$ cat src/inc/dfpm_defines.svh
`ifndef DFPM_DEFINES_SVH
`define DFPM_DEFINES_SVH
// ==========================================
// Register byte offsets
`define DFPM_OFS_CTRL 8'h00
`define DFPM_OFS_SPD_BAND 8'h04
`define DFPM_OFS_SPD_TIME 8'h08
`define DFPM_OFS_ENC_TIME 8'h0c
`define DFPM_OFS_UNDERVOLTAGE_TRIP_DELAY 8'h10
`define DFPM_OFS_OUT_SEL 8'h14
`define DFPM_OFS_STATUS 8'h18
`define DFPM_OFS_IRQ_STAT 8'h1c
`define DFPM_OFS_IRQ_CLR 8'h20
`define DFPM_OFS_IRQ_EN 8'h24
`define DFPM_OFS_TRIP_CLR 8'h28
// ==========================================
// Field positions
`define DFPM_CTRL_SPD_EN 0
`define DFPM_CTRL_ENC_EN 1
`define DFPM_CTRL_FAN_MODE 2
`define DFPM_CTRL_MODE_LSB 4
`define DFPM_CTRL_MODE_MSB 6
`define DFPM_SEL_RELAY1_LSB 0
`define DFPM_SEL_RELAY2_LSB 8
`define DFPM_SEL_OC_LSB 16
// ==========================================
// Reset values and codes
`define DFPM_RST_CTRL 32'h0000_0003
`define DFPM_RST_SPD_BAND 16'h07d0
`define DFPM_RST_SPD_TIME 16'h000a
`define DFPM_RST_ENC_TIME 16'h000a
`define DFPM_RST_UNDERVOLTAGE_TRIP_DELAY 16'h0000
`define DFPM_RST_OUT_SEL 32'h0000_0000
`define DFPM_MODE_VECTOR 3'h4
`define DFPM_FUNC_FAN_WARN 8'h08
`define DFPM_FUNC_LOW_VOLT 8'h0b
// ==========================================
// Timing
`define DFPM_CLK_HZ 50000000
`define DFPM_TICK_MS 100
`endif

$ cat src/inc/dfpm_pkg.sv
`default_nettype none
package dfpm_pkg;
   // ==========================================
   // Configuration carried from the register file
   typedef struct packed {
      logic [2:0] mode;
      logic fan_warn_mode;
      logic enc_check_en;
      logic spd_trip_en;
   } dfpm_ctrl_s;

   // ==========================================
   // Synchronised pin inputs
   typedef struct packed {
      logic overheat;
      logic dc_low;
      logic power_lost;
      logic fan_err;
      logic enc_wire_ok;
      logic enc_present;
   } dfpm_pins_s;

   // ==========================================
   // Event bits, same layout in status, clear and enable
   typedef struct packed {
      logic uv_warn;
      logic fan_warn;
      logic lv_trip;
      logic fan_trip;
      logic enc_trip;
      logic spd_trip;
   } dfpm_evt_s;
endpackage : dfpm_pkg
`default_nettype wire

$ cat src/verilog/dfpm_sync.sv
`default_nettype none
module dfpm_sync #(
   parameter int WIDTH = 6
) (
   // Clock and control
   input wire logic clock,
   input wire logic srst,
   input wire logic ce,
   // Data
   input wire logic [WIDTH-1:0] din,
   output logic [WIDTH-1:0] dout
);
   // ==========================================
   // Two flops per bit; first stage feeds only the second
   genvar i;
   generate
      for (i = 0; i < WIDTH; i++) begin : g_bit
         logic meta;
         always_ff @(posedge clock) begin
            if (srst) begin
               meta <= 1'b0;
               dout[i] <= 1'b0;
            end else if (ce) begin
               meta <= din[i];
               dout[i] <= meta;
            end
         end
      end
   endgenerate
endmodule : dfpm_sync
`default_nettype wire

$ cat src/verilog/dfpm_timer.sv
`default_nettype none
module dfpm_timer #(
   parameter int WIDTH = 16
) (
   // Clock and control
   input wire logic clock,
   input wire logic srst,
   input wire logic ce,
   input wire logic tick,
   // Condition and limit in ticks
   input wire logic cond,
   input wire logic [WIDTH-1:0] limit,
   output logic expired
);
   logic [WIDTH-1:0] count;

   // ==========================================
   // Any break in the condition restarts the count
   always_ff @(posedge clock) begin
      if (srst) begin
         count <= '0;
      end else if (ce) begin
         if (!cond) begin
            count <= '0;
         end else if (tick && count != {WIDTH{1'b1}}) begin
            count <= count + 1'b1;
         end
      end
   end

   always_ff @(posedge clock) begin
      if (srst) begin
         expired <= 1'b0;
      end else if (ce) begin
         expired <= cond && (count >= limit);
      end
   end
endmodule : dfpm_timer
`default_nettype wire

$ cat src/verilog/dfpm_top.sv
// Function
// - Speed deviation check runs only in vector mode with its trip enable set.
// - Speed beyond deviation band for full detection time blocks output; 20.00 Hz, 1.0 s.
// - Encoder supervision runs only while an encoder module is present.
// - Lost encoder wire for the check time, with checking on, gives encoder trip.
// - Fan mode 0 and fan error block output and raise fan trip.
// - Fan mode 1 keeps running and drives fan warning on outputs selecting 8.
// - Overheat blocks output even while fan errors are only warnings.
// - Power loss with low DC link blocks output and raises low voltage trip.
// - Undervoltage blocks at once; trip follows after delay, default 0.0 s.
// - Low voltage warning on outputs selecting 11, without the trip delay.
//
// Our own choices: the APB slave port and the register offsets.
`include "dfpm_defines.svh"
`default_nettype none
module dfpm_top #(
   parameter int TICK_CYCLES = `DFPM_CLK_HZ / 1000 * `DFPM_TICK_MS,
   parameter int TW = 16
) (
   // Clock, reset, enable
   input wire logic clock,
   input wire logic srst,
   input wire logic ce,
   // APB slave
   input wire logic psel,
   input wire logic penable,
   input wire logic pwrite,
   input wire logic [7:0] paddr,
   input wire logic [31:0] pwdata,
   output logic [31:0] prdata,
   output logic pready,
   output logic pslverr,
   // Control loop, speed error magnitude in 0.01 Hz
   input wire logic [15:0] speed_dev,
   // Sensor pins
   input wire logic enc_present_pin,
   input wire logic enc_wire_ok_pin,
   input wire logic fan_err_pin,
   input wire logic power_lost_pin,
   input wire logic dc_low_pin,
   input wire logic overheat_pin,
   // Protection outputs
   output logic output_block,
   output dfpm_pkg::dfpm_evt_s trips,
   // Relays and open collector
   output logic relay1,
   output logic relay2,
   output logic open_collector,
   // Interrupt
   output logic irq
);
   // ==========================================
   // Elaboration checks
   generate
      if (TICK_CYCLES < 1) begin : g_bad_tick
         $error("TICK_CYCLES must be at least one");
      end
      if (TW < 16 || TW > 32) begin : g_bad_tw
         $error("TW must lie between 16 and 32");
      end
   endgenerate

   // ==========================================
   // Registers
   dfpm_pkg::dfpm_ctrl_s ctrl;
   logic [15:0] spd_band;
   logic [TW-1:0] spd_time;
   logic [TW-1:0] enc_time;
   logic [TW-1:0] undervoltage_trip_delay;
   logic [31:0] out_sel;
   dfpm_pkg::dfpm_evt_s irq_stat;
   dfpm_pkg::dfpm_evt_s irq_en;
   logic [31:0] tick_cnt;
   logic tick;
   dfpm_pkg::dfpm_pins_s pins;
   dfpm_pkg::dfpm_evt_s live;
   dfpm_pkg::dfpm_evt_s live_d;
   dfpm_pkg::dfpm_evt_s evt_rise;
   dfpm_pkg::dfpm_evt_s clr_mask;
   logic spd_cond;
   logic enc_cond;
   logic uv_cond;
   logic spd_exp;
   logic enc_exp;
   logic lv_exp;
   logic wr_en;
   logic rd_en;
   logic trip_clr;
   logic addr_ok;
   logic [31:0] rd_val;
   logic next_block;
   logic [2:0] next_relays;

   // ==========================================
   // Pin synchronisers
   dfpm_sync #(.WIDTH(6)) u_sync (
      .clock(clock),
      .srst(srst),
      .ce(ce),
      .din({overheat_pin, dc_low_pin, power_lost_pin, fan_err_pin, enc_wire_ok_pin, enc_present_pin}),
      .dout(pins)
   );

   // ==========================================
   // Tenth-second tick shared by all detection timers
   always_ff @(posedge clock) begin
      if (srst) begin
         tick_cnt <= 32'h0000_0000;
         tick <= 1'b0;
      end else if (ce) begin
         if (tick_cnt >= 32'(TICK_CYCLES - 1)) begin
            tick_cnt <= 32'h0000_0000;
            tick <= 1'b1;
         end else begin
            tick_cnt <= tick_cnt + 32'h0000_0001;
            tick <= 1'b0;
         end
      end
   end

   // ==========================================
   // Fault conditions
   assign spd_cond = (ctrl.mode == `DFPM_MODE_VECTOR) && ctrl.spd_trip_en
      && (speed_dev > spd_band);
   assign enc_cond = pins.enc_present
      && ctrl.enc_check_en && !pins.enc_wire_ok;
   assign uv_cond = pins.power_lost && pins.dc_low;

   dfpm_timer #(.WIDTH(TW)) u_spd_tmr (
      .clock(clock),
      .srst(srst),
      .ce(ce),
      .tick(tick),
      .cond(spd_cond),
      .limit(spd_time),
      .expired(spd_exp)
   );

   dfpm_timer #(.WIDTH(TW)) u_enc_tmr (
      .clock(clock),
      .srst(srst),
      .ce(ce),
      .tick(tick),
      .cond(enc_cond),
      .limit(enc_time),
      .expired(enc_exp)
   );

   dfpm_timer #(.WIDTH(TW)) u_lv_tmr (
      .clock(clock),
      .srst(srst),
      .ce(ce),
      .tick(tick),
      .cond(uv_cond),
      .limit(undervoltage_trip_delay),
      .expired(lv_exp)
   );

   // ==========================================
   // Trip latches hold until software clears them
   always_ff @(posedge clock) begin
      if (srst) begin
         trips <= '0;
      end else if (ce) begin
         if (trip_clr) begin
            trips <= '0;
         end
         if (spd_exp) begin
            trips.spd_trip <= 1'b1;
         end
         if (enc_exp) begin
            trips.enc_trip <= 1'b1;
         end
         if (!ctrl.fan_warn_mode && pins.fan_err) begin
            trips.fan_trip <= 1'b1;
         end
         if (lv_exp) begin
            trips.lv_trip <= 1'b1;
         end
         if (trip_clr) begin
            trips.fan_warn <= 1'b0;
         end else begin
            trips.fan_warn <= ctrl.fan_warn_mode && pins.fan_err;
         end
         trips.uv_warn <= uv_cond;
      end
   end

   // ==========================================
   // Output block: undervoltage and overheat act at once
   always_comb begin
      next_block = trips.spd_trip || trips.enc_trip || trips.fan_trip || trips.lv_trip;
      if (uv_cond) begin
         next_block = 1'b1;
      end
      if (pins.overheat) begin
         next_block = 1'b1;
      end
   end

   always_ff @(posedge clock) begin
      if (srst) begin
         output_block <= 1'b0;
      end else if (ce) begin
         output_block <= next_block;
      end
   end

   // ==========================================
   // Relay and open-collector function select
   genvar g;
   generate
      for (g = 0; g < 3; g++) begin : g_out
         logic [7:0] fsel;
         assign fsel = out_sel[8*g +: 8];
         always_comb begin
            next_relays[g] = 1'b0;
            if (fsel == `DFPM_FUNC_FAN_WARN) begin
               next_relays[g] = ctrl.fan_warn_mode && pins.fan_err;
            end else if (fsel == `DFPM_FUNC_LOW_VOLT) begin
               next_relays[g] = uv_cond;
            end
         end
      end
   endgenerate

   always_ff @(posedge clock) begin
      if (srst) begin
         relay1 <= 1'b0;
         relay2 <= 1'b0;
         open_collector <= 1'b0;
      end else if (ce) begin
         relay1 <= next_relays[0];
         relay2 <= next_relays[1];
         open_collector <= next_relays[2];
      end
   end

   // ==========================================
   // Interrupt events on rising edges of trip and warning bits
   assign live = trips;
   assign evt_rise = live & ~live_d;
   assign clr_mask = (wr_en && paddr == `DFPM_OFS_IRQ_CLR) ? pwdata[5:0] : '0;

   always_ff @(posedge clock) begin
      if (srst) begin
         live_d <= '0;
         irq_stat <= '0;
      end else if (ce) begin
         live_d <= live;
         // Set beats a clear landing in the same cycle
         irq_stat <= (irq_stat & ~clr_mask) | evt_rise;
      end
   end

   always_ff @(posedge clock) begin
      if (srst) begin
         irq <= 1'b0;
      end else if (ce) begin
         irq <= |(irq_stat & irq_en);
      end
   end

   // ==========================================
   // APB slave: one wait state, answer registered
   assign wr_en = psel && penable && !pready && pwrite && ce;
   assign rd_en = psel && penable && !pready && !pwrite;
   assign trip_clr = wr_en && paddr == `DFPM_OFS_TRIP_CLR && pwdata[0];

   always_comb begin
      rd_val = 32'h0000_0000;
      addr_ok = 1'b1;
      case (paddr)
         `DFPM_OFS_CTRL: rd_val = {25'h0, ctrl.mode, 1'b0, ctrl.fan_warn_mode, ctrl.enc_check_en,
                                   ctrl.spd_trip_en};
         `DFPM_OFS_SPD_BAND: rd_val = {16'h0, spd_band};
         `DFPM_OFS_SPD_TIME: rd_val = 32'(spd_time);
         `DFPM_OFS_ENC_TIME: rd_val = 32'(enc_time);
         `DFPM_OFS_UNDERVOLTAGE_TRIP_DELAY: rd_val = 32'(undervoltage_trip_delay);
         `DFPM_OFS_OUT_SEL: rd_val = {8'h0, out_sel[23:0]};
         `DFPM_OFS_STATUS: rd_val = {24'h0, output_block, pins.enc_present, trips};
         `DFPM_OFS_IRQ_STAT: rd_val = {26'h0, irq_stat};
         `DFPM_OFS_IRQ_CLR: rd_val = 32'h0000_0000;
         `DFPM_OFS_IRQ_EN: rd_val = {26'h0, irq_en};
         `DFPM_OFS_TRIP_CLR: rd_val = 32'h0000_0000;
         default: addr_ok = 1'b0;
      endcase
   end

   always_ff @(posedge clock) begin
      if (srst) begin
         pready <= 1'b0;
         pslverr <= 1'b0;
         prdata <= 32'h0000_0000;
      end else if (ce) begin
         pready <= psel && penable && !pready;
         pslverr <= psel && penable && !pready && !addr_ok;
         if (rd_en) begin
            prdata <= addr_ok ? rd_val : 32'h0000_0000;
         end
      end
   end

   always_ff @(posedge clock) begin
      if (srst) begin
         ctrl <= dfpm_pkg::dfpm_ctrl_s'(`DFPM_RST_CTRL);
         spd_band <= `DFPM_RST_SPD_BAND;
         spd_time <= TW'(`DFPM_RST_SPD_TIME);
         enc_time <= TW'(`DFPM_RST_ENC_TIME);
         undervoltage_trip_delay <= TW'(`DFPM_RST_UNDERVOLTAGE_TRIP_DELAY);
         out_sel <= `DFPM_RST_OUT_SEL;
         irq_en <= '0;
      end else if (wr_en) begin
         case (paddr)
            `DFPM_OFS_CTRL: begin
               ctrl.spd_trip_en <= pwdata[`DFPM_CTRL_SPD_EN];
               ctrl.enc_check_en <= pwdata[`DFPM_CTRL_ENC_EN];
               ctrl.fan_warn_mode <= pwdata[`DFPM_CTRL_FAN_MODE];
               ctrl.mode <= pwdata[`DFPM_CTRL_MODE_MSB:`DFPM_CTRL_MODE_LSB];
            end
            `DFPM_OFS_SPD_BAND: spd_band <= pwdata[15:0];
            `DFPM_OFS_SPD_TIME: spd_time <= pwdata[TW-1:0];
            `DFPM_OFS_ENC_TIME: enc_time <= pwdata[TW-1:0];
            `DFPM_OFS_UNDERVOLTAGE_TRIP_DELAY: undervoltage_trip_delay <= pwdata[TW-1:0];
            `DFPM_OFS_OUT_SEL: out_sel <= {8'h0, pwdata[23:0]};
            `DFPM_OFS_IRQ_EN: irq_en <= pwdata[5:0];
            default: ;
         endcase
      end
   end
endmodule : dfpm_top
`default_nettype wire

$ cat config.mk
export PLATFORM = sky130hd
export DESIGN_NAME = dfpm_top
export DESIGN_NICKNAME = d
export VERILOG_FILES = /design/src/inc/dfpm_pkg.sv /design/src/verilog/dfpm_sync.sv /design/src/verilog/dfpm_timer.sv /design/src/verilog/dfpm_top.sv
export VERILOG_INCLUDE_DIRS = /design/src /design/src/inc
export SDC_FILE = /design/constraint.sdc
export NUM_CORES = 1
export LEC_CHECK = 0
export BUFFER_PORTS_ARGS = -buffer_cell sky130_fd_sc_hd__buf_2
export CORE_ASPECT_RATIO = 0.9
export CORE_MARGIN = 5
export CORE_UTILIZATION = 50
export DETAILED_ROUTE_END_ITERATION = 10
export PLACE_DENSITY = 0.67
export SETUP_SLACK_MARGIN = 0.3
export SLEW_MARGIN = 20
export SYNTH_ARGS = -nofsm -noshare
export SYNTH_HDL_FRONTEND = slang
export SYNTH_HIERARCHICAL = 1
export SYNTH_SLANG_ARGS = --single-unit
$ cat constraint.sdc
create_clock -name clock -period 6.7 [get_ports clock]
set_clock_uncertainty 0.05 [all_clocks]
set_input_delay 1.005 -clock clock [delete_from_list [all_inputs] [get_ports clock]]
set_output_delay 1.005 -clock clock [all_outputs]
set_load 0.02 [all_outputs]
# Word-level counts from Yosys, hierarchy flattened
# Index checks and enable logic that the tools add are counted.
[word_totals]
out_inout_bits = 45
ff_bits = 253
input_bits = 68
[op_classes]
mux = 26
n_addsub = 4
eq_ne = 23
n_bitwise = 6
n_reduce_logical = 52
magnitude_cmp = 5
[ops]
columns = ["cell", "n"]
rows = [
  ["24-bit one-hot mux with 9 select lines", 1],
  ["16-bit 2-to-1 mux", 6],
  ["8-bit by 4-bit == test with 1-bit output (second input constant)", 8],
  ["32-bit 2-to-1 mux", 2],
  ["16-bit by 1-bit adder with 16-bit output (second input constant)", 3],
  ["16-bit greater-or-equal comparator", 3],
  ["16-bit != test (second input constant)", 3],
  ["32-bit by 1-bit adder with 32-bit output (second input constant)", 1],
  ["8-bit by 5-bit == test with 1-bit output (second input constant)", 4],
  ["32-bit by 23-bit greater-or-equal comparator with 1-bit output (second input constant)", 1],
  ["2-bit AND reduction", 15],
  ["8-bit by 6-bit == test with 1-bit output (second input constant)", 3],
  ["1-bit logical AND", 22],
  ["6-bit AND", 3],
  ["16-bit greater-than comparator", 1],
  ["1-bit 2-to-1 mux", 15],
  ["6-bit inverter", 2],
  ["11-bit OR reduction", 1],
  ["8-bit by 3-bit == test with 1-bit output (second input constant)", 1],
  ["8-bit logical NOT", 1],
  ["2-bit nonzero test", 4],
  ["6-bit 2-to-1 mux", 1],
  ["2-bit != test (second input constant)", 3],
  ["6-bit OR", 1],
  ["other kinds (5)", 11],
]

# Depth between registers and ports, before layout
# Gate-level depths: netlist of the first run.
[depth]
ltp_word = 9
mapped_depth = 12
ltp_nobuf = 12

# Modules after synthesis
# Netlist of the first run, hierarchy kept.
[by_module_without_submodules]
columns = ["mod", "cells_per_inst", "area_each_um2", "n_inst"]
rows = [
  ["dfpm_top", 1006, 8499.4, 1],
  ["dfpm_timer", 156, 1273.7, 3],
  ["dfpm_sync", 38, 420.4, 1],
]

# Worst setup path after synthesis of the first run
# Ideal clock, no wire load.
[synth_path]
path_type = "in2reg"
from = "in speed_dev[5]"
to = "reg u_spd_tmr.count[10]"
setup_ps = 128
slack_ps = 3553
required_time_ps = 6522
stages = 10
arrival_time_ps = 2970
n_path_buf = 1
cell_sequence = "ha_1 a21o_1 a221o_1 a221oi_1 o21ai_0 o21ba_2 nor2b_4 or2_1 buf_1 nor2_1"
[synth_between]
elab_chain_len = 4
[synth_rtl]
columns = ["element", "line_no", "rtl"]
rows = [
  ["start, declared", "dfpm_top.sv:34", "input wire logic [15:0] speed_dev,"],
  ["16-bit greater-than comparator (*)", "dfpm_top.sv:124", "&& (speed_dev > spd_band);"],
  ["1-bit logical AND (*)", "dfpm_top.sv:123", "assign spd_cond = (ctrl.mode == `DFPM_MODE_VECTOR) && ctrl.spd_trip_en"],
  ["via spd_cond", "dfpm_top.sv:80", "logic spd_cond;"],
  ["2-bit != test (no line)", "-", ""],
  ["2-bit AND reduction (no line)", "-", ""],
  ["end signal, assigned", "dfpm_timer.sv:26", "count <= count + 1'b1;"],
  ["end, declared", "dfpm_timer.sv:15", "logic [WIDTH-1:0] count;"],
]
# The timed path passes the listed nets; every way through them passes the cells marked *.
# A chain may end at the register's enable or synchronous reset.

# Worst setup path after layout of the first run
[layout_path]
from = "in paddr[2]"
to = "reg spd_band[14]"
[layout_between]
elab_chain_len = 2
[layout_rtl]
columns = ["element", "line_no", "rtl"]
rows = [
  ["start, declared", "dfpm_top.sv:28", "input wire logic [7:0] paddr,"],
  ["8-bit by 3-bit == test with 1-bit output", "dfpm_top.sv:314", "case (paddr)"],
  ["2-bit AND reduction (no line)", "-", ""],
  ["end signal, assigned", "dfpm_top.sv:307", "spd_band <= `DFPM_RST_SPD_BAND;"],
  ["end signal, assigned", "dfpm_top.sv:321", "`DFPM_OFS_SPD_BAND: spd_band <= pwdata[15:0];"],
  ["end, declared", "dfpm_top.sv:66", "logic [15:0] spd_band;"],
]
# Every way passes these cells.

==> metrics.md, run 1 <==
| Metric | Value |
|---|---|
| Run status | `completed` |
| CP endpoint kind | `register` |
| Sequential fraction of the synthesis area | `38.5%` |
| Placer Congestion | `between 0.8 and 0.9` |
| Final period util | `between 50% and 60%` |
| Post-layout nets | `1709` |
| Hold Vio Cnt, Final | `0` |
| 1st-iter DRT viols | `just over 1000` |
| Vias in the first global route | `between 10000 and 15000` |
| Post-synth EDFFs | `0` |
| # resized after CTS | `0` |
| Final Max Slew Viols | `0` |
| Root buffer cell | `clkbuf_16` |
| Peak supply drop | `about 0.00018 V` |
| Number of synthesized register bits | `between 200 and 250` |
| Clock latency on the worst-skew pair | `approximately 0.54 ns` |
| Yosys Warn Count | `6` |
| Share of cells above drive strength 1 | `14.0%` |
| Hold-fix buffers, CTS | `0` |
| Drt via density | `5.76` |
| FMAX | `286 MHz` |
| ANT nets after route | `0` |
| Reg2reg start | `spd_band[5]$_SDFFE_PP0P_` |
| Slew @ Worst Pin | `about 1.1 ns` |
| Total power | `3.11 mW` |
| Setup TNS | `0 ns` |
| H-tree depth | `1` |
| Detailed Place HPWL | `roughly 26 mm` |
| DRC viols | `0` |
| Starting Density | `slightly above 50%` |
| Worst Hold Class | `reg -> reg` |
| FF-to-FF End | `u_spd_tmr/count[4]$_SDFFE_PP0P_` |
| DIE HEIGHT | `approximately 160 um` |
| Hold Startpoint | `prdata[3]$_SDFFE_PP0P_` |
| Synth Instances | `~1500` |
| Headroom to the max-slew limit | `between 20 and 30%` |
| CP Data Required Time | `about 7.0 ns` |
| Crit start category | `input port` |
| DR vias | `between 10000 and 15000` |
| Critical path type | `in -> reg` |
| Clk slew on worst S/H paths | `roughly 0.060 ns` |
| Max clock buf depth | `3` |
| CTS tree | `done` |
| Top FF cell, synth | `dfxtp_1` |
| Routed len/inst | `roughly 18 um` |
| Die W | `about 180 um` |
| RSZ-0062 raised after global routing | `false` |
| CTS Sinks | `approximately 250` |
| Pwr Density | `roughly 220 nW/um^2` |
| Max capacitance violation total | `0` |
| Grt total ovfl | `0` |
| I/O Buffers | `96` |
| Mapped cell area | `roughly 13000 um^2` |
| First-pass GRT wire length | `between 50 and 60 mm` |
| R2R depth | `11` |
| Drt total wl | `~36 mm` |
| R2R Setup Slk | `roughly 3.8 ns` |
| P&R area growth vs syn | `11.9%` |
| Gr usage total | `between 20 and 25%` |
| FP Rows | `55` |
| Drt pass-1 iters | `7` |
| Mapped Avg Cell Area | `~8.4 um^2` |
| Worst hold slack | `between 0.4 and 0.5 ns` |
| Post-layout util | `between 50% and 60%` |
| Die Footprint | `between 20000 and 30000 um^2` |
| Leak pwr | `between 5 and 6 nW` |
| Largest net degree at the start of global routing | `70` |
| Most frequent cells in the layout | `dfxtp_1 (245), nand2_1 (198), nor2_1 (162)` |
| Unique cell type count in the Yosys netlist | `79` |
| Post-layout minimum cycle time | `between 3 and 4 ns` |
| Fraction of registers with async set/reset | `0%` |
| Setup bufs post-CTS | `0` |
| Ports | `approximately 110` |
| Crit path DAT | `3.83 ns` |
| Number of buffers created by CTS | `26` |
| Core ar. | `~25000 um^2` |
| Most common cell after layout, fill and taps aside | `dfxtp_1` |
| Initial antenna violation count | `2` |
| Hold path endpoint | `prdata[3]$_SDFFE_PP0P_` |
| Maximum fanout along the worst path | `38` |
| Fillers | `2336` |
| Hold Path Stages | `2` |
| Final setup viols | `0` |
final cells by class:
type,instances,area (um^2),share of cell area (%)
tap,342,428,3.00
sequential,245,4900,34.4
antenna,1,2.50,0.0176
clock buffer,42,812,5.70
timing repair buffer,103,544,3.82
inverter,86,323,2.26
clock inverter,5,77.6,0.544
multi-input combinational,1111,7160,50.2
cell families (layout without fill, tap and decap cells):
logic type | after synthesis | after routing | synth area share, %
XOR/XNOR | 54 | 54 | 3.71
other | 1 | 9 | 0.0294
AO/OA/AOI/OAI | 295 | 295 | 15.3
flip-flops | 245 | 245 | 38.5
buffers and inverters | 163 | 236 | 5.70
AND/OR/NAND/NOR | 605 | 605 | 23.6
multiplexers | 81 | 81 | 6.52
adder cells (fa/ha/maj) | 68 | 68 | 6.68
cells in the mapped netlist, types with 14 or more instances:
| master | count | share of area [%] |
|---|---|---|
| mux2_2 | 16 | 1.4 |
| nor3_1 | 23 | 0.90 |
| nand2_1 | 198 | 5.8 |
| a21oi_1 | 99 | 3.9 |
| a211oi_1 | 22 | 1.3 |
| nand3_1 | 54 | 2.1 |
| clkbuf_1 | 43 | 1.3 |
| nor2_1 | 163 | 4.8 |
| o21ai_0 | 45 | 1.8 |
| mux2i_1 | 65 | 5.1 |
| dfxtp_1 | 245 | 38 |
| a22oi_1 | 21 | 1.2 |
| xnor2_1 | 14 | 0.96 |
| o211ai_1 | 19 | 1.1 |
| inv_1 | 86 | 2.5 |
| and3_1 | 14 | 0.69 |
| xor2_1 | 40 | 2.7 |
| ha_1 | 68 | 6.7 |
| nand4_1 | 36 | 1.8 |
| nand2_2 | 14 | 0.69 |
power by group:
part / switching (mW) / leakage, nW / internal (mW)
clock network: 0.586 / 0.435 / 0.901
logic: 0.106 / 3.16 / 0.0455
registers: 0.00873 / 1.98 / 1.46
per-layer routing:
layer | wire (um) | global-route usage, % | part of all wire (%) | up-vias
li1 | - | - | - | 5461
met5 | 13 | 0 | 0.036 | -
met4 | 821 | 5.69 | 2.3 | 2
met1 | 16200 | 34.5 | 45 | 5212
met3 | 2990 | 4.75 | 8.4 | 55
met2 | 15700 | 38.2 | 44 | 407
stage by stage:
step                      instance area [um^2]  worst slack, ns  std cells
after detailed placement                 13300             2.58       1886
after CTS                                14200             3.12       1933
after global placement                   13300             2.50       1886
after floorplan                          12800             3.55       1519
after global routing                     14200             2.99       1934
final                                    14300             3.21       1935
worst max-delay path: stages:
cell and delay, ns:
buf_2 0.70, or4b_1 0.72, nor2_1 0.60, nand2_1 0.50
nand2_1 0.20, a21oi_1 0.08
state kept, by name, indices dropped and copies added, names as in the netlist, 16 cells and up:
signal                   count
spd_band                    16
spd_time                    16
out_sel                     24
prdata                      24
u_lv_tmr/count              16
undervoltage_trip_delay     16
enc_time                    16
tick_cnt                    32
u_spd_tmr/count             16
u_enc_tmr/count             16
worst max path at each step:
stage,start,to,slack [ns],cells after the start
2_1_floorplan,speed_dev[5],u_spd_tmr/count[10]$_SDFFE_PP0P_,3.55,10
4_1_cts,ce,out_sel[17]$_SDFFE_PP0P_,3.12,6
6_report,paddr[2],spd_band[14]$_SDFFE_PP0P_,3.21,6
3_3_place_gp,ce,out_sel[22]$_SDFFE_PP0P_,2.50,6
3_5_place_dp,ce,out_sel[17]$_SDFFE_PP0P_,2.58,6
5_1_grt,ce,undervoltage_trip_delay[13]$_SDFFE_PP0P_,2.99,6
(Power assumes the default switching activity.)
==> run 2: changes to the inputs <==
--- a/config.mk
+++ b/config.mk
@@ -6,12 +6,13 @@
 export SDC_FILE = /design/constraint.sdc
 export NUM_CORES = 1
 export LEC_CHECK = 0
+export ABC_AREA = 1
 export BUFFER_PORTS_ARGS = -buffer_cell sky130_fd_sc_hd__buf_2
 export CORE_ASPECT_RATIO = 0.9
 export CORE_MARGIN = 5
 export CORE_UTILIZATION = 50
 export DETAILED_ROUTE_END_ITERATION = 10
-export PLACE_DENSITY = 0.67
+export PLACE_DENSITY = 0.69
 export SETUP_SLACK_MARGIN = 0.3
 export SLEW_MARGIN = 20
 export SYNTH_ARGS = -nofsm -noshare
==> constraint.sdc (replaced) <==
create_clock -name clock -period 2.9 [get_ports clock]
set_clock_uncertainty 0.05 [all_clocks]
set_input_delay 0.435 -clock clock [delete_from_list [all_inputs] [get_ports clock]]
set_output_delay 0.435 -clock clock [all_outputs]
set_load 0.02 [all_outputs]
==> run 2 against run 1 <==
Synthesized cell count up 25%. Register-to-register slack got worse by 3.1 ns. Hold slack worse by 0.34 ns. Die area increased by 1.0%. Critical endpoint is now u_spd_tmr/count[15]$_SDFFE_PP0P_. Area after synthesis rose by 1.1%.
==> metrics.md, run 2 <==
| Metric | Value |
|---|---|
| Run status | `completed (unchanged)` |
| Post-synth top cells | `nand2_1 (466), nor2_1 (269), dfxtp_1 (245) (was dfxtp_1 (245), nand2_1 (198), nor2_1 (163))` |
| Fraction of registers with async set/reset | `0% (unchanged)` |
| Crit path DAT | `2.63 ns (was 3.83 ns)` |
| Max capacitance violation total | `0 (unchanged)` |
| Placer Congestion | `0.913 (was 0.896)` |
| Number of buffers created by CTS | `27 (was 26)` |
| Hold path endpoint | `out_sel[19]$_SDFFE_PP0P_ (was prdata[3]$_SDFFE_PP0P_)` |
| Area leader, netlist | `dfxtp_1 (unchanged)` |
| Worst Hold Class | `in -> reg (was reg -> reg)` |
| Net Switching | `1.73 mW (was 701 uW)` |
| CP endpoint kind | `register (unchanged)` |
| DRC viols | `0 (unchanged)` |
| Final Max Slew Viols | `0 (unchanged)` |
| Post-synth EDFFs | `0 (unchanged)` |
| Mapped Avg Cell Area | `6.84 um^2 (was 8.43 um^2)` |
| Pwr Density | `522 nW/um^2 (was 218 nW/um^2)` |
| Post-layout minimum cycle time | `2.24 ns` |
| R2R Setup Slk | `0.66 ns (was 3.75 ns)` |
| Die Footprint | `29100 um^2 (was 28800 um^2)` |
| Hold Startpoint | `pwdata[19] (was prdata[3]$_SDFFE_PP0P_)` |
| 1st-iter DRT viols | `974 (was 1008)` |
| Synth Instances | `1883 (was 1512)` |
| Die W | `179 um (was 178 um)` |
| Detailed Place HPWL | `25.1 mm (was 25.6 mm)` |
| Unique cell type count in the Yosys netlist | `44 (was 79)` |
| Vias in the first global route | `10800 (was 10400)` |
| ANT nets after route | `0 (unchanged)` |
| Leak pwr | `6.47 nW (was 5.57 nW)` |
| Share of Yosys cell area claimed by the top area cell type | `38.1% (was 38.5%)` |
| Gr usage total | `23.3% (was 24.3%)` |
| Setup TNS | `0 ns (unchanged)` |
| Clock share of power | `50.7% (was 47.8%)` |
| Gate power share | `4.6% (was 4.9%)` |
| CTS tree | `done (unchanged)` |
| Routed len/inst | `14.9 um (was 18.5 um)` |
| Yosys Warn Count | `6 (unchanged)` |
| I/O Buffers | `96 (unchanged)` |
| First-pass GRT wire length | `55.5 mm (was 56.7 mm)` |
| Drt pass-1 iters | `7 (unchanged)` |
| RSZ-0062 raised after global routing | `false (unchanged)` |
| Drt via density | `5.19 (was 5.76)` |
| Grt total ovfl | `0 (unchanged)` |
| Clock latency on the worst-skew pair | `0.54 ns (about the same)` |
| Drt total wl | `34.6 mm (was 35.7 mm)` |
| DR vias | `12100 (was 11100)` |
| Largest net degree at the start of global routing | `66 (was 70)` |
| Mapped cell area | `12900 um^2 (was 12700 um^2)` |
| Synth area leaders | `dfxtp_1 (38%), nand2_1 (14%), nor2_1 (7.8%) (was dfxtp_1 (38%), ha_1 (6.7%), nand2_1 (5.8%))` |
| Initial antenna violation count | `0 (was 2)` |
| Most frequent cells in the layout | `nand2_1 (466), nor2_1 (269), dfxtp_1 (245) (was dfxtp_1 (245), nand2_1 (198), nor2_1 (162))` |
| Biggest register | `tick_cnt (unchanged)` |
| Post-layout util | `57.8% (was 56.7%)` |
| CTS Sinks | `245 (unchanged)` |
| FP Rows | `55 (unchanged)` |
| Final period util | `slightly below 80%` |
| Ports | `113 (unchanged)` |
| Sequential fraction of the synthesis area | `38.1% (was 38.5%)` |
| FF-to-FF End | `u_spd_tmr/count[15]$_SDFFE_PP0P_ (was u_spd_tmr/count[4]$_SDFFE_PP0P_)` |
| Critical path type | `reg -> reg (was in -> reg)` |
| Fillers | `2421 (was 2336)` |
| CP Data Required Time | `3.29 ns (was 7.04 ns)` |
| Ant diodes | `0 (was 1)` |
| Hold Path Stages | `3 (was 2)` |
| Share of cells above drive strength 1 | `12.4% (was 14.0%)` |
| Final setup viols | `0 (unchanged)` |
| Max reg flops | `32 (unchanged)` |
| DIE HEIGHT | `162 um (was 161 um)` |
| FMAX | `approximately 450 MHz` |
| P&R area growth vs syn | `13.4% (was 11.9%)` |
| Top FF cell, synth | `dfxtp_1 (unchanged)` |
| Maximum fanout along the worst path | `22 (was 38)` |
| Slew @ Worst Pin | `0.779 ns (was 1.08 ns)` |
| Hold Vio Cnt, Final | `0 (unchanged)` |
| Regs by FF count | `tick_cnt: 32 flops, out_sel: 24 flops, prdata: 24 flops (unchanged)` |
| Total power | `7.62 mW (was 3.11 mW)` |
| Clk slew on worst S/H paths | `0.06 ns (about the same)` |
| Cell with the most instances after synthesis | `nand2_1 (was dfxtp_1)` |
| Root buffer cell | `clkbuf_16 (unchanged)` |
| Number of synthesized register bits | `245 (unchanged)` |
| Internal | `5.89 mW (was 2.41 mW)` |
| Most common cell after layout, fill and taps aside | `nand2_1 (was dfxtp_1)` |
| Core ar. | `25300 um^2 (was 25100 um^2)` |
| Reg2reg start | `spd_band[1]$_SDFFE_PP0P_ (was spd_band[5]$_SDFFE_PP0P_)` |
| Headroom to the max-slew limit | `47.9% (was 27.7%)` |
| Starting Density | `51.0% (was 50.7%)` |
| Peak supply drop | `0.000457 V (was 0.000175 V)` |
| Flop pwr share | `44.7% (was 47.4%)` |
| Post-layout nets | `2101 (was 1709)` |
| Max clock buf depth | `3 (unchanged)` |
| R2R depth | `16 (was 11)` |
| H-tree depth | `1 (unchanged)` |
| Switching Share | `22.8% (was 22.5%)` |
| Crit start category | `register (was input port)` |
run 2: cell types whose count changed after synthesis, sizes merged, moves of 20 or more:
cell   previous run  this run
a21oi           109       166
xor2             40        14
a22oi            21         1
mux2i            65         1
nand4            39        15
o21ai            51       102
nor2            166       286
nand3            58        97
inv              86       232
nand2           212       489
run 2: worst max path at each step:
stage	startpoint	endpoint
6_report	spd_band[1]$_SDFFE_PP0P_	u_spd_tmr/count[15]$_SDFFE_PP0P_
5_1_grt	spd_band[15]$_SDFFE_PP0P_	u_spd_tmr/count[7]$_SDFFE_PP0P_
4_1_cts	spd_band[3]$_SDFFE_PP0P_	u_spd_tmr/count[15]$_SDFFE_PP0P_
3_5_place_dp	speed_dev[1]	u_spd_tmr/count[15]$_SDFFE_PP0P_
3_3_place_gp	speed_dev[3]	u_spd_tmr/count[5]$_SDFFE_PP0P_
2_1_floorplan	speed_dev[3]	u_spd_tmr/count[10]$_SDFFE_PP0P_
run 2: power by group through the flow:
stage               Combinational [mW]  Clock, mW  Sequential [mW]
finish                           0.352       3.86             3.40
global route                     0.388       4.07             3.40
CTS                              0.350       3.93             3.40
detailed placement               0.349          0             3.48
global placement                 0.344          0             3.48
floorplan                        0.221          0             3.48
run 2: kinds of logic after synthesis:
family                   count (synthesis)  synth area share (%)
adder cells (fa/ha/maj)                 68                  6.61
other                                    1                0.0291
XOR/XNOR                                17                  1.16
AO/OA/AOI/OAI                          317                  13.9
AND/OR/NAND/NOR                        925                  29.9
flip-flops                             245                  38.1
multiplexers                             1                0.0777
buffers and inverters                  309                  10.2
run 2: what timing repair did:
item,in CTS,in global routing
setup endpoints to repair,0,7
resized for setup,0,1
hold buffers,0,0
buffers inserted,0,0
run 2: through the flow:
step           hold slack [ns]  setup WS (ns)  instance area, um^2  instances
2_1_floorplan            0.369          0.692                12900       1890
3_3_place_gp             0.376          0.427                13600       2278
3_5_place_dp             0.378          0.400                13600       2278
4_1_cts                 0.0538          0.524                14600       2328
5_1_grt                 0.0627          0.416                14600       2328
6_report                0.0659          0.662                14600       2328
run 2: final cells by class:
type | instances | area [um^2] | area share [%]
Multi-Input combinational cell | 1336 | 6690 | 45.8
Sequential cell | 245 | 4900 | 33.6
Inverter | 236 | 901 | 6.17
Clock buffer | 34 | 762 | 5.22
Timing Repair Buffer | 119 | 668 | 4.57
Tap cell | 342 | 428 | 2.93
Clock inverter | 16 | 254 | 1.74
run 2: worst max-delay path, stage by stage, from the launching register on:
cell	delay, ns
dfxtp_1	0.33
inv_1	0.08
ha_1	0.30
a21oi_1	0.07
o21ai_0	0.16
nand2_1	0.08
o211ai_1	0.09
nand2_1	0.07
a21oi_1	0.14
buf_4	0.17
inv_1	0.05
nand2_1	0.09
nand2_4	0.18
nand2_1	0.13
nand2_1	0.05
nand2_1	0.05
nor2_1	0.04
run 2: layer usage:
metal	track usage, %	share of wire [%]
met1	33.9	48
met2	35.3	42
met3	3.68	6.8
met4	7.41	3.6
met5	0	0
==> run 3: changes to the inputs <==
--- a/config.mk
+++ b/config.mk
@@ -12,7 +12,7 @@
 export CORE_MARGIN = 5
 export CORE_UTILIZATION = 50
 export DETAILED_ROUTE_END_ITERATION = 10
-export PLACE_DENSITY = 0.69
+export PLACE_DENSITY = 0.67
 export SETUP_SLACK_MARGIN = 0.3
 export SLEW_MARGIN = 20
 export SYNTH_ARGS = -nofsm -noshare
==> constraint.sdc (replaced) <==
create_clock -name clock -period 2.26 [get_ports clock]
set_clock_uncertainty 0.05 [all_clocks]
set_input_delay 0.339 -clock clock [delete_from_list [all_inputs] [get_ports clock]]
set_output_delay 0.339 -clock clock [all_outputs]
set_load 0.02 [all_outputs]
==> run 3 against run 2 <==
Final area grew 3.2%. Flip-flop and latch count is the same. Total power grew 22%. Count of clock-buffer cells in the layout shrank 2. Sequential power grew 29%. Global-route usage is essentially flat. Utilization grew 1.8 points. Register-to-register slack lost 0.42 ns. Setup slack lost 0.42 ns. Critical path type unchanged.
==> metrics.md, run 3 (synthesized netlist as in run 2, its figures left out) <==
| Metric | Value |
|---|---|
| Number of buffers created by CTS | `27 (unchanged)` |
| Die Footprint | `29100 um^2 (unchanged)` |
| Post-layout nets | `2125 (was 2101)` |
| Final period util | `89.2% (was 77.2%)` |
| DR vias | `12100 (about the same)` |
| First-pass GRT wire length | `55.7 mm (was 55.5 mm)` |
| Max clock buf depth | `3 (unchanged)` |
| Most frequent cells in the layout | `nand2_1 (452), nor2_1 (265), dfxtp_1 (235) (was nand2_1 (466), nor2_1 (269), dfxtp_1 (245))` |
| Clock latency on the worst-skew pair | `0.54 ns (about the same)` |
| Routed len/inst | `14.9 um (about the same)` |
| Drt via density | `5.15 (was 5.19)` |
| Run status | `completed (unchanged)` |
| FMAX | `496 MHz (was 447 MHz)` |
| Detailed Place HPWL | `25.4 mm (was 25.1 mm)` |
| Peak supply drop | `0.000473 V (was 0.000457 V)` |
| Final setup viols | `0 (unchanged)` |
| Crit path DAT | `2.40 ns (was 2.63 ns)` |
| Root buffer cell | `clkbuf_16 (unchanged)` |
| CP endpoint kind | `register (unchanged)` |
| Max reg flops | `32 (unchanged)` |
| Vias in the first global route | `11000 (was 10800)` |
| Share of cells above drive strength 1 | `15.5% (was 12.4%)` |
| CP Data Required Time | `2.65 ns (was 3.29 ns)` |
| Starting Density | `51.0% (unchanged)` |
| DIE HEIGHT | `162 um (unchanged)` |
| Drt pass-1 iters | `5 (was 7)` |
| DRC viols | `0 (unchanged)` |
| Max capacitance violation total | `0 (unchanged)` |
| Worst Hold Class | `in -> reg (unchanged)` |
| Worst hold slack | `0.0131 ns (was 0.0659 ns)` |
| CTS Sinks | `245 (unchanged)` |
| P&R area growth vs syn | `17.0% (was 13.4%)` |
| Drt total wl | `35.0 mm (was 34.6 mm)` |
| Grt total ovfl | `0 (unchanged)` |
| Initial antenna violation count | `0 (unchanged)` |
| Setup TNS | `0 ns (unchanged)` |
| Leak pwr | `6.62 nW (was 6.47 nW)` |
| Regs by FF count | `tick_cnt: 32 flops, out_sel: 24 flops, prdata: 24 flops (unchanged)` |
| Fillers | `2328 (was 2421)` |
| Ant diodes | `0 (unchanged)` |
| Post-layout util | `59.7% (was 57.8%)` |
| Placer Congestion | `0.896 (was 0.913)` |
| Register area | `4920 um^2 (was 4900 um^2)` |
| 1st-iter DRT viols | `1149 (was 974)` |
| FP Rows | `55 (unchanged)` |
| Hold Vio Cnt, Final | `0 (unchanged)` |
| Area of the multi-input gates | `6940 um^2 (was 6690 um^2)` |
| I/O Buffers | `96 (unchanged)` |
| Crit start category | `register (unchanged)` |
| Core ar. | `25300 um^2 (unchanged)` |
| Most common cell after layout, fill and taps aside | `nand2_1 (unchanged)` |
| Placement Cell Area | `13700 um^2 (was 13600 um^2)` |
| Ports | `113 (unchanged)` |
| Post-route insts no fill | `2350 (was 2328)` |
| Final instance area | `15100 um^2 (was 14600 um^2)` |
| Largest net degree at the start of global routing | `81 (was 66)` |
| Clk slew on worst S/H paths | `0.06 ns (about the same)` |
| Headroom to the max-slew limit | `50.9% (was 47.9%)` |
| Final Max Slew Viols | `0 (unchanged)` |
| ANT nets after route | `0 (unchanged)` |
| Post-layout minimum cycle time | `2.02 ns (was 2.24 ns)` |
| CTS tree | `done (unchanged)` |
| Slew @ Worst Pin | `0.735 ns (was 0.779 ns)` |
| Gr usage total | `23.3% (about the same)` |
| Die W | `179 um (unchanged)` |
| Maximum fanout along the worst path | `6 (was 22)` |
| Pwr Density | `616 nW/um^2 (was 522 nW/um^2)` |
| Placed insts | `2286 (was 2278)` |
| H-tree depth | `1 (unchanged)` |
| Critical path type | `reg -> reg (unchanged)` |
| Biggest register | `tick_cnt (unchanged)` |
| RSZ-0062 raised after global routing | `true (was false)` |
-- run 3: changes by cell type in the layout (fill, tap and decap cells not counted), sizes merged --
| cell | delta |
|---|---|
| clkbuf | -1 |
| bufinv | -3 |
| clkinvlp | -2 |
| dlygate4sd3 | +9 |
| buf | +13 |
| clkinv | +5 |
| nand2 | +1 |
-- run 3: through the flow --
stage                     total power [mW]  setup slack (ns)
after CTS                             9.33             0.171
after detailed placement              4.93            0.0518
after floorplan                       4.75             0.344
after global placement                4.92             0.107
final                                 9.28             0.245
after global routing                  9.58             0.137
-- run 3: power breakdown --
group,internal (mW),switching (mW),total [mW]
Combinational,0.172,0.350,0.522
Clock,2.58,1.81,4.39
Sequential,4.35,0.0213,4.37
-- run 3: timing repair --
item | 4_1_cts | 5_1_grt
hold endpoints to repair | 9 | 0
pin swaps | 5 | 10
cloned | 1 | 2
endpoints found under the setup margin | 16 | 72
setup buffers | 2 | 2
hold buffers | 9 | 0
gates resized for setup | 20 | 50
-- run 3: critical path: stages, from the launching register on --
cell and delay [ns]:
dfxtp_2 0.32, inv_2 0.06, ha_4 0.27, nand2_2 0.05, nor2_2 0.12, nand2_1 0.06
o211ai_1 0.08, nand2_1 0.09, a21oi_2 0.20, inv_2 0.07, nand2_2 0.08, nand2_4 0.10
buf_12 0.17, nand2_2 0.07, nand2_1 0.06, nand2_2 0.06, nor2_2 0.03
-- run 3: layout make-up --
type                            instances  share of cell area (%)
Multi-Input combinational cell       1337                    46.1
Sequential cell                       245                    32.6
Timing Repair Buffer                  142                    6.61
Inverter                              236                    5.99
Clock buffer                           32                    4.67
Tap cell                              342                    2.84
Clock inverter                         16                    1.18
-- run 3: final timing paths --
| check | to | depth (start not counted) | startpoint | slack (ns) |
|---|---|---|---|---|
| max | u_spd_tmr/count[3]$_SDFFE_PP0P_ | 16 | spd_band[7]$_SDFFE_PP1P_ | 0.24 |
| min | spd_band[4]$_SDFFE_PP1P_ | 3 | pwdata[4] | 0.01 |
| max reg2reg | u_spd_tmr/count[3]$_SDFFE_PP0P_ | 16 | spd_band[7]$_SDFFE_PP1P_ | 0.24 |
| min reg2reg | tick_cnt[30]$_SDFFE_PP0P_ | 2 | tick_cnt[30]$_SDFFE_PP0P_ | 0.39 |
-- run 3: per-layer routing --
layer	routed length [um]	vias up	GRT usage (%)
met5	0	-	0
met2	15300	326	36.9
met4	908	0	5.64
li1	-	6220	-
met3	2230	56	2.58
met1	16600	5502	34.1
